**config.mk**
```make
export PLATFORM = sky130hd
export DESIGN_NAME = wdt_top
export DESIGN_NICKNAME = d
export VERILOG_FILES = /design/src/verilog/wdt_prescaler.v /design/src/verilog/wdt_top.v
export VERILOG_INCLUDE_DIRS = /design/src /design/src/shared
export SDC_FILE = /design/constraint.sdc
export NUM_CORES = 1
export LEC_CHECK = 0
export ABC_AREA = 1
export BUFFER_PORTS_ARGS = -buffer_cell sky130_fd_sc_hd__buf_2
export CORE_MARGIN = 1
export CORE_UTILIZATION = 40
export CTS_BUF_LIST = sky130_fd_sc_hd__clkbuf_16
export CTS_CLUSTER_SIZE = 40
export DETAILED_ROUTE_END_ITERATION = 16
export PLACE_DENSITY_LB_ADDON = 0.2
export REMOVE_ABC_BUFFERS = 1
export SYNTH_ARGS = -nofsm -noshare
export SYNTH_HDL_FRONTEND = slang
export SYNTH_HIERARCHICAL = 1
export SYNTH_SLANG_ARGS = --single-unit
```
**constraint.sdc**
```tcl
create_clock -name clk -period 3.2 [get_ports clk]
set_clock_uncertainty 0.1 [all_clocks]
set_input_delay 0 -clock clk [delete_from_list [all_inputs] [get_ports clk]]
set_output_delay 0 -clock clk [all_outputs]
set_load 0.02 [all_outputs]
```
**src/shared/wdt_map.vh**
```
// Register map, field layout and counts of the watchdog and interval timer
// Operation
// - Run write clears counter, restarts from zero
// - Mode 00 stop, 01 interval, 10 NMI, 11 reset
// - Run bit set-only; only external reset stops
// - Mode bits set-only; no return to interval
// - Interval mode counts only after run write
// - Prescaler not cleared; first period may shorten
// - Watchdog select with flag set raises NMI
// - Two select bits choose four overflow periods
// - Watchdog overflow: NMI if action 0, else reset
// - Runs in halt, freezes in stop
// - Frozen while CPU runs on subsystem clock
// - Interval overflow raises masked top-priority interrupt
// - Interval overflow repeats every period unattended
// - Run bit7, mode bit4, action bit3, select bits2:1
// - Divide by 16/64/256/1024; 128 count clocks
// - Reset clears mode and select registers
`ifndef WDT_MAP_VH
`define WDT_MAP_VH

`define WDT_ADDR_W          16
`define WDT_DATA_W          8

`define WDT_OFS_MODE        16'hFFF9
`define WDT_OFS_PERIOD      16'hFF42
`define WDT_OFS_REQ_FLAG    16'hFF00
`define WDT_OFS_REQ_MASK    16'hFF04
`define WDT_OFS_EVT_STATUS  16'hFF10
`define WDT_OFS_EVT_CLEAR   16'hFF11
`define WDT_OFS_EVT_ENABLE  16'hFF12

`define WDT_BIT_RUN         7
`define WDT_BIT_WD_SEL      4
`define WDT_BIT_ACTION      3
`define WDT_BIT_PSEL_HI     2
`define WDT_BIT_PSEL_LO     1
`define WDT_BIT_FLAG        0

`define WDT_EVT_INTERVAL    0
`define WDT_EVT_NMI         1
`define WDT_EVT_RESET       2
`define WDT_EVT_W           3

`define WDT_MODE_STOP       2'h0
`define WDT_MODE_INTERVAL   2'h1
`define WDT_MODE_WD_NMI     2'h2
`define WDT_MODE_WD_RESET   2'h3

`define WDT_RST_MODE        8'h00
`define WDT_RST_PERIOD      8'h00
`define WDT_RST_MASK        1'h1

`define WDT_PRESCALE_W      10
`define WDT_COUNT_W         7
`define WDT_COUNT_LAST      7'h7F

`endif

```
**src/verilog/wdt_prescaler.v**
```verilog
// Free-running main-clock prescaler with selectable count-clock tick
`timescale 1ns/1ps
`default_nettype none
`include "wdt_map.vh"

module wdt_prescaler (
  input  wire       clk,
  input  wire       rst,
  input  wire       run_en,
  input  wire [1:0] period_sel,
  output wire       count_tick
);

  reg  [`WDT_PRESCALE_W-1:0] pre_ff;
  reg  [`WDT_PRESCALE_W-1:0] nxt_pre;
  reg                        tick;

  // Never cleared by a restart, so the first period may run short
  always @* begin
    nxt_pre = pre_ff;
    if (run_en) begin
      nxt_pre = pre_ff + {{(`WDT_PRESCALE_W-1){1'b0}}, 1'b1};
    end
  end

  always @(posedge clk or posedge rst) begin
    if (rst) begin
      pre_ff <= {`WDT_PRESCALE_W{1'b0}};
    end else begin
      pre_ff <= nxt_pre;
    end
  end

  // Tick on the last main clock of each division window
  always @* begin
    case (period_sel)
      2'h0:    tick = &pre_ff[3:0];
      2'h1:    tick = &pre_ff[5:0];
      2'h2:    tick = &pre_ff[7:0];
      2'h3:    tick = &pre_ff[9:0];
      default: tick = 1'b0;
    endcase
  end

  assign count_tick = tick & run_en;

endmodule // wdt_prescaler

`default_nettype wire

```
**src/verilog/wdt_top.v**
```verilog
// Watchdog and interval timer with register port and interrupt logic
//
// Our own choices: the plain strobed port and the address map.
`timescale 1ns/1ps
`default_nettype none
`include "wdt_map.vh"

module wdt_top (
  input  wire                   clk,
  input  wire                   rst,
  input  wire [`WDT_ADDR_W-1:0] addr,
  input  wire [`WDT_DATA_W-1:0] wr_data,
  input  wire                   wr_en,
  input  wire                   rd_en,
  output wire [`WDT_DATA_W-1:0] rd_data,
  input  wire                   stop_mode,
  input  wire                   sub_clock_sel,
  output wire                   interval_overflow_interrupt,
  output wire                   nmi_req,
  output wire                   sys_reset_req,
  output wire                   irq
);

  // Register state
  reg                       run_ff;
  reg                       watchdog_mode_select_ff;
  reg                       overflow_action_select_ff;
  reg                       period_select_high_ff;
  reg                       period_select_low_ff;
  reg                       watchdog_request_flag_ff;
  reg                       watchdog_interrupt_mask_ff;
  reg  [`WDT_EVT_W-1:0]     evt_status_ff;
  reg  [`WDT_EVT_W-1:0]     evt_enable_ff;
  reg  [`WDT_COUNT_W-1:0]   count_ff;
  reg                       nmi_ff;
  reg                       reset_req_ff;
  reg  [`WDT_DATA_W-1:0]    rd_data_ff;

  // Next values
  reg                       nxt_run;
  reg                       nxt_wd_sel;
  reg                       nxt_action;
  reg                       nxt_psel_hi;
  reg                       nxt_psel_lo;
  reg                       nxt_flag;
  reg                       nxt_mask;
  reg  [`WDT_EVT_W-1:0]     nxt_evt_status;
  reg  [`WDT_EVT_W-1:0]     nxt_evt_enable;
  reg  [`WDT_COUNT_W-1:0]   nxt_count;
  reg                       nxt_nmi;
  reg                       nxt_reset_req;
  reg  [`WDT_DATA_W-1:0]    nxt_rd_data;

  wire [1:0]                mode;
  wire [1:0]                period_sel;
  wire                      clock_live;
  wire                      counting;
  wire                      count_tick;
  wire                      overflow;
  wire                      wr_mode;
  wire                      wr_period;
  wire                      wr_flag;
  wire                      wr_mask;
  wire                      wr_evt_clear;
  wire                      wr_evt_enable;
  wire                      restart;
  wire                      wd_newly_selected;
  wire                      late_nmi;
  wire [`WDT_EVT_W-1:0]     evt_set;

  // Reset images of the two control registers
  localparam [`WDT_DATA_W-1:0] reset_mode   = `WDT_RST_MODE;
  localparam [`WDT_DATA_W-1:0] reset_period = `WDT_RST_PERIOD;

  // Mode decode helpers
  function is_watchdog;
    input [1:0] m;
    begin
      is_watchdog = m[1];
    end
  endfunction

  function is_interval;
    input [1:0] m;
    begin
      is_interval = (m == `WDT_MODE_INTERVAL);
    end
  endfunction

  function is_stopped;
    input [1:0] m;
    begin
      is_stopped = (m == `WDT_MODE_STOP);
    end
  endfunction

  // A written 0 leaves a set-only control bit untouched
  function set_only;
    input cur;
    input req;
    begin
      set_only = cur | req;
    end
  endfunction

  // Exact address match qualified by a strobe
  function hit;
    input                   en;
    input [`WDT_ADDR_W-1:0] a;
    input [`WDT_ADDR_W-1:0] ofs;
    begin
      hit = en & (a == ofs);
    end
  endfunction

  assign mode       = {watchdog_mode_select_ff, overflow_action_select_ff};
  assign period_sel = {period_select_high_ff, period_select_low_ff};

  // Main clock gone to the counter in stop or on the subsystem clock
  assign clock_live = ~stop_mode & ~sub_clock_sel;

  // Mode alone does not start the count; run must also be set
  assign counting = run_ff & ~is_stopped(mode) & clock_live;

  wdt_prescaler u_prescaler (
    .clk        (clk),
    .rst        (rst),
    .run_en     (clock_live),
    .period_sel (period_sel),
    .count_tick (count_tick)
  );

  assign overflow = counting & count_tick & (count_ff == `WDT_COUNT_LAST);

  assign wr_mode       = hit(wr_en, addr, `WDT_OFS_MODE);
  assign wr_period     = hit(wr_en, addr, `WDT_OFS_PERIOD);
  assign wr_flag       = hit(wr_en, addr, `WDT_OFS_REQ_FLAG);
  assign wr_mask       = hit(wr_en, addr, `WDT_OFS_REQ_MASK);
  assign wr_evt_clear  = hit(wr_en, addr, `WDT_OFS_EVT_CLEAR);
  assign wr_evt_enable = hit(wr_en, addr, `WDT_OFS_EVT_ENABLE);

  assign restart = wr_mode & wr_data[`WDT_BIT_RUN];

  // Flag left standing when watchdog is first chosen
  assign wd_newly_selected = wr_mode & wr_data[`WDT_BIT_WD_SEL] &
                             ~watchdog_mode_select_ff;
  assign late_nmi = wd_newly_selected & watchdog_request_flag_ff;

  // Event sources for the sticky status register
  assign evt_set[`WDT_EVT_INTERVAL] = overflow & is_interval(mode);
  assign evt_set[`WDT_EVT_NMI]      = nxt_nmi;
  assign evt_set[`WDT_EVT_RESET]    = nxt_reset_req;

  // Mode bits: only ones stick, software cannot clear them; period select bits take each write
  always @* begin
    nxt_run     = run_ff;
    nxt_wd_sel  = watchdog_mode_select_ff;
    nxt_action  = overflow_action_select_ff;
    nxt_psel_hi = period_select_high_ff;
    nxt_psel_lo = period_select_low_ff;
    if (wr_mode) begin
      nxt_run    = set_only(run_ff, wr_data[`WDT_BIT_RUN]);
      nxt_wd_sel = set_only(watchdog_mode_select_ff, wr_data[`WDT_BIT_WD_SEL]);
      nxt_action = set_only(overflow_action_select_ff, wr_data[`WDT_BIT_ACTION]);
    end
    if (wr_period) begin
      nxt_psel_hi = wr_data[`WDT_BIT_PSEL_HI];
      nxt_psel_lo = wr_data[`WDT_BIT_PSEL_LO];
    end
  end

  // Counter: restart wins over a tick in the same cycle
  always @* begin
    nxt_count = count_ff;
    if (restart) begin
      nxt_count = {`WDT_COUNT_W{1'b0}};
    end else if (counting & count_tick) begin
      // Wraps on overflow so interval mode repeats untouched
      nxt_count = count_ff + {{(`WDT_COUNT_W-1){1'b0}}, 1'b1};
    end
  end

  // Overflow actions
  always @* begin
    nxt_nmi       = late_nmi;
    nxt_reset_req = 1'b0;
    if (overflow & is_watchdog(mode)) begin
      if (overflow_action_select_ff) begin
        nxt_reset_req = 1'b1;
      end else begin
        nxt_nmi = 1'b1;
      end
    end
  end

  // Request flag: overflow set beats a software clear
  always @* begin
    nxt_flag = watchdog_request_flag_ff;
    if (wr_flag & ~wr_data[`WDT_BIT_FLAG]) begin
      nxt_flag = 1'b0;
    end
    if (overflow) begin
      nxt_flag = 1'b1;
    end
  end

  always @* begin
    nxt_mask = watchdog_interrupt_mask_ff;
    if (wr_mask) begin
      nxt_mask = wr_data[`WDT_BIT_FLAG];
    end
  end

  // Sticky event bits, set wins over clear
  always @* begin
    nxt_evt_status = evt_status_ff;
    if (wr_evt_clear) begin
      nxt_evt_status = evt_status_ff & ~wr_data[`WDT_EVT_W-1:0];
    end
    nxt_evt_status = nxt_evt_status | evt_set;
    nxt_evt_enable = evt_enable_ff;
    if (wr_evt_enable) begin
      nxt_evt_enable = wr_data[`WDT_EVT_W-1:0];
    end
  end

  // Read mux; unmapped and write-only addresses read zero
  always @* begin
    nxt_rd_data = {`WDT_DATA_W{1'b0}};
    if (rd_en) begin
      case (addr)
        `WDT_OFS_MODE: begin
          nxt_rd_data[`WDT_BIT_RUN]    = run_ff;
          nxt_rd_data[`WDT_BIT_WD_SEL] = watchdog_mode_select_ff;
          nxt_rd_data[`WDT_BIT_ACTION] = overflow_action_select_ff;
        end
        `WDT_OFS_PERIOD: begin
          nxt_rd_data[`WDT_BIT_PSEL_HI] = period_select_high_ff;
          nxt_rd_data[`WDT_BIT_PSEL_LO] = period_select_low_ff;
        end
        `WDT_OFS_REQ_FLAG: begin
          nxt_rd_data[`WDT_BIT_FLAG] = watchdog_request_flag_ff;
        end
        `WDT_OFS_REQ_MASK: begin
          nxt_rd_data[`WDT_BIT_FLAG] = watchdog_interrupt_mask_ff;
        end
        `WDT_OFS_EVT_STATUS: begin
          nxt_rd_data[`WDT_EVT_W-1:0] = evt_status_ff;
        end
        `WDT_OFS_EVT_ENABLE: begin
          nxt_rd_data[`WDT_EVT_W-1:0] = evt_enable_ff;
        end
        default: begin
          nxt_rd_data = {`WDT_DATA_W{1'b0}};
        end
      endcase
    end
  end

  always @(posedge clk or posedge rst) begin
    if (rst) begin
      run_ff                     <= reset_mode[`WDT_BIT_RUN];
      watchdog_mode_select_ff    <= reset_mode[`WDT_BIT_WD_SEL];
      overflow_action_select_ff  <= reset_mode[`WDT_BIT_ACTION];
      period_select_high_ff      <= reset_period[`WDT_BIT_PSEL_HI];
      period_select_low_ff       <= reset_period[`WDT_BIT_PSEL_LO];
      watchdog_request_flag_ff   <= 1'b0;
      watchdog_interrupt_mask_ff <= `WDT_RST_MASK;
      evt_status_ff              <= {`WDT_EVT_W{1'b0}};
      evt_enable_ff              <= {`WDT_EVT_W{1'b0}};
      count_ff                   <= {`WDT_COUNT_W{1'b0}};
      nmi_ff                     <= 1'b0;
      reset_req_ff               <= 1'b0;
      rd_data_ff                 <= {`WDT_DATA_W{1'b0}};
    end else begin
      run_ff                     <= nxt_run;
      watchdog_mode_select_ff    <= nxt_wd_sel;
      overflow_action_select_ff  <= nxt_action;
      period_select_high_ff      <= nxt_psel_hi;
      period_select_low_ff       <= nxt_psel_lo;
      watchdog_request_flag_ff   <= nxt_flag;
      watchdog_interrupt_mask_ff <= nxt_mask;
      evt_status_ff              <= nxt_evt_status;
      evt_enable_ff              <= nxt_evt_enable;
      count_ff                   <= nxt_count;
      nmi_ff                     <= nxt_nmi;
      reset_req_ff               <= nxt_reset_req;
      rd_data_ff                 <= nxt_rd_data;
    end
  end

  // Registered outputs
  assign rd_data       = rd_data_ff;
  assign nmi_req       = nmi_ff;
  assign sys_reset_req = reset_req_ff;

  // Maskable path only exists in interval mode; CPU gives it top priority
  assign interval_overflow_interrupt = watchdog_request_flag_ff &
                                       ~watchdog_interrupt_mask_ff &
                                       is_interval(mode);

  assign irq = |(evt_status_ff & evt_enable_ff);

endmodule // wdt_top

`default_nettype wire

```
==> PnR_summary.wiki <==
{| class="wikitable"
! Metric !! Value
|-
| Cell depth of the worst flop-to-flop path || 14
|-
| Die outline height || 74.7 um
|-
| Total of buffers placed on input and output ports || 37
|-
| Total routed wirelength || 4260 um
|-
| FILL cells || between 500 and 600
|-
| Worst Max-Slew Pin Slew || about 1000 ps
|-
| Share of cells above drive strength 1 || between 10% and 20%
|-
| Setup TNS Final || 0 ps
|-
| Ratio of total power to cell area || 442 nW/um^2
|-
| Final hold violations || 0
|-
| Routability congestion estimate || 0.828
|-
| Floorplan die area || 5580 sq um
|-
| Via count of the first global-routing pass || 1759
|-
| Number of enable-type register cells in the synthesized netlist || 0
|-
| Startpoint of the tightest hold check path || wr_en
|-
| VDD IR max || 0.318 mV
|-
| Placed wire-length estimate || approximately 3300 um
|-
| Result of the run || completed
|-
| Post-route core utilization || about half
|-
| Finished Layout Cells || 404
|-
| Required time at the worst-slack endpoint || 3270 ps
|-
| Most frequent cell after synthesis || nand2_1
|-
| Net count of the finished layout || 365
|-
| Detailed Routing Iterations Pass 1 || 4
|-
| Number of buffers inserted during clock tree synthesis || 5
|-
| Reg-to-reg setup timing slack || about 1100 ps
|-
| Total number of vias || 1847
|-
| Type of destination of the critical path || flip-flop
|-
| Post-route ant nets || 0
|-
| Initial cell density of the core || 41.4%
|-
| Final Slew Violations || 0
|-
| Number of H-tree levels || 2
|-
| Number of cells on the worst hold path || 3
|-
| RSZ-0062 raised after global routing || no
|-
| Placed Instances || 384
|-
| Startpoint Class || flip-flop
|-
| Number of instances in the synthesized netlist || around 280
|-
| Asr flop ratio synth || 100%
|-
| CTS tree || yes
|-
| Final setup violation count || 0
|-
| Synth Flop Type || dfrtp_1
|-
| Gr usage total || 18.3%
|-
| Mean number of vias per cell || 4.57
|-
| R2r endpoint || count_ff[5]$_DFFE_PP0P_
|-
| Die outline width || 74.7 um
|-
| Clock tree root buffer cell || clkbuf_16
|-
| Final critical delay including setup and external delays || ~2100 ps
|-
| Mapped Area || 2120 sq um
|-
| Largest net degree at the start of global routing || 29
|-
| Synth warnings || 6
|-
| Global-route wire length before repair || 7620 um
|-
| Proportion of netlist area held by the largest area contributor || 43.8%
|-
| Layout-stage area growth over the synthesis result || 24.4%
|-
| Most frequent cells after synthesis || 78 x nand2_1, 50 x inv_1, 37 x dfrtp_1
|-
| Flip-flop and latch count after synthesis || 38
|-
| Worst path arrival time || 2160 ps
|-
| Relative slew slack || 30.9%
|-
| Violation count after the first detailed-routing iteration || slightly below 80
|-
| Total congestion overflow || 0
|-
| Hold path endpoint || watchdog_interrupt_mask_ff$_DFFE_PP1P_
|-
| Worst hold path type || in2reg
|-
| Boundary pin count || 42
|-
| Startpoint of the worst-slack reg-to-reg timing path || u_prescaler/pre_ff[0]$_DFFE_PP0P_
|-
| Total of max-cap violations || 0
|-
| Largest fanout on the critical path || 5
|-
| Initial antenna violation count || 0
|-
| Total core area || between 5000 and 6000 sq um
|-
| Dominant cells by area after synthesis || dfrtp_1 44%, nand2_1 14%, inv_1 8.9%
|-
| Routed wire length per instance || 10.5 um
|-
| Max frequency || roughly 480 MHz
|-
| Worst Path Class, Setup || reg2reg
|-
| Proportion of synthesized chip area in sequential cells || between 40% and 50%
|-
| Sinks on the clock net || 38
|-
| Number of cell rows || 26
|-
| Number of remaining DRC errors || 0
|-
| Distinct cells, synth || 29
|-
| Average instance area after synthesis || roughly 7.6 sq um
|-
| Reg clk slew, reported paths || 50 ps
|-
| Max Root-Sink Buffers || 2
|-
| Total power consumption of the routed design || around 1.2 mW
|-
| P_leak || 1.46 nW
|-
| Clk Latency, worst-skew pair || 280 ps
|-
| Crit share post-route || 65.3%
|-
| Antenna Cells || 0
|-
| Library cell with the largest summed area after synthesis || dfrtp_1
|}
-- flip-flops by register name (all words and copies together), names as in the netlist --
name	count
count_ff	7
evt_enable_ff	3
evt_status_ff	3
nmi_req	1
overflow_action_select_ff	1
period_select_high_ff	1
period_select_low_ff	1
rd_data	6
run_ff	1
sys_reset_req	1
u_prescaler/pre_ff	10
watchdog_interrupt_mask_ff	1
watchdog_mode_select_ff	1
watchdog_request_flag_ff	1
-- layer usage --
layer / GRT usage [%] / part of all wire (%) / up-vias
met5: 0 / 0 / -
li1: - / - / 975
met4: 8.18 / 1.8 / 0
met3: 4.95 / 2.8 / 8
met2: 29.1 / 47 / 26
met1: 23.3 / 48 / 838
-- final cells by class --
| type | count | area, sq um | share of cell area [%] |
|---|---|---|---|
| Multi-Input combinational cell | 188 | 957 | 36.4 |
| Sequential cell | 38 | 952 | 36.2 |
| Timing Repair Buffer | 49 | 305 | 11.6 |
| Inverter | 51 | 191 | 7.28 |
| Clock buffer | 5 | 125 | 4.76 |
| Tap cell | 70 | 87.6 | 3.33 |
| Clock inverter | 3 | 12.5 | 0.476 |
-- report_power, final --
group / switching [mW] / total, mW / internal (mW)
sequential: 0.0448 / 0.565 / 0.520
combinational: 0.0829 / 0.144 / 0.0616
clock: 0.174 / 0.455 / 0.281
-- critical path, cell delays in order (launching register included) --
cell,delay (ps)
dfrtp_1,410
ha_1,190
nand3_1,110
nor2_4,150
inv_1,50
a21oi_1,140
nand2_1,70
nor2_1,90
nand2_1,90
inv_1,130
nand3b_1,140
nor2_1,160
nand2_1,60
nand2_1,50
nor2_1,40
-- cells in the final DEF (no fill, tap or decap), types with 2 or more instances in the layout --
master,instances
a21oi_1,2
buf_2,37
clkbuf_16,5
conb_1,2
dfrtp_1,37
dlygate4sd3_1,12
ha_1,2
inv_1,51
nand2_1,78
nand2_2,3
nand3_1,16
nand3b_1,2
nand4_1,15
nor2_1,25
nor2_2,3
nor2_4,6
nor3_1,5
nor3_2,2
o21ai_0,9
o21ai_1,5
xor2_1,6
-- metrics by stage --
| step | area, sq um | setup slack [ps] | hold WS (ps) |
|---|---|---|---|
| after floorplan | 2100 | 1390 | -260 |
| after global placement | 2370 | 1110 | -86.6 |
| after detailed placement | 2370 | 1100 | -85.2 |
| after CTS | 2630 | 1080 | 8.36 |
| after global routing | 2630 | 794 | 50.2 |
| final | 2630 | 1110 | 16.6 |
-- worst max-delay path by stage --
stage | startpoint | endpoint | slack [ps] | depth (start not counted)
CTS | u_prescaler/pre_ff[0]$_DFFE_PP0P_ | count_ff[5]$_DFFE_PP0P_ | 1080 | 14
global route | u_prescaler/pre_ff[0]$_DFFE_PP0P_ | count_ff[5]$_DFFE_PP0P_ | 790 | 14
floorplan | u_prescaler/pre_ff[0]$_DFFE_PP0P_ | count_ff[5]$_DFFE_PP0P_ | 1390 | 14
finish | u_prescaler/pre_ff[0]$_DFFE_PP0P_ | count_ff[5]$_DFFE_PP0P_ | 1110 | 14
global placement | u_prescaler/pre_ff[0]$_DFFE_PP0P_ | count_ff[5]$_DFFE_PP0P_ | 1110 | 14
detailed placement | u_prescaler/pre_ff[0]$_DFFE_PP0P_ | count_ff[5]$_DFFE_PP0P_ | 1100 | 14
-- cell families after synthesis --
family	after synthesis	share of synthesized area (%)
flip-flops	38	45.0
buffers and inverters	54	9.93
AO/OA/AOI/OAI	18	4.49
XOR/XNOR	7	2.90
AND/OR/NAND/NOR	159	36.3
other	1	0.177
adder cells (fa/ha/maj)	2	1.18
-- what timing repair did --
| item | CTS | global route |
|---|---|---|
| setup buffers | 0 | 0 |
| hold buffers | 12 | 0 |
| resized for setup | 0 | 0 |
| hold endpoints to repair | 57 | 0 |
Note: power is estimated with default switching activity, not from simulation.
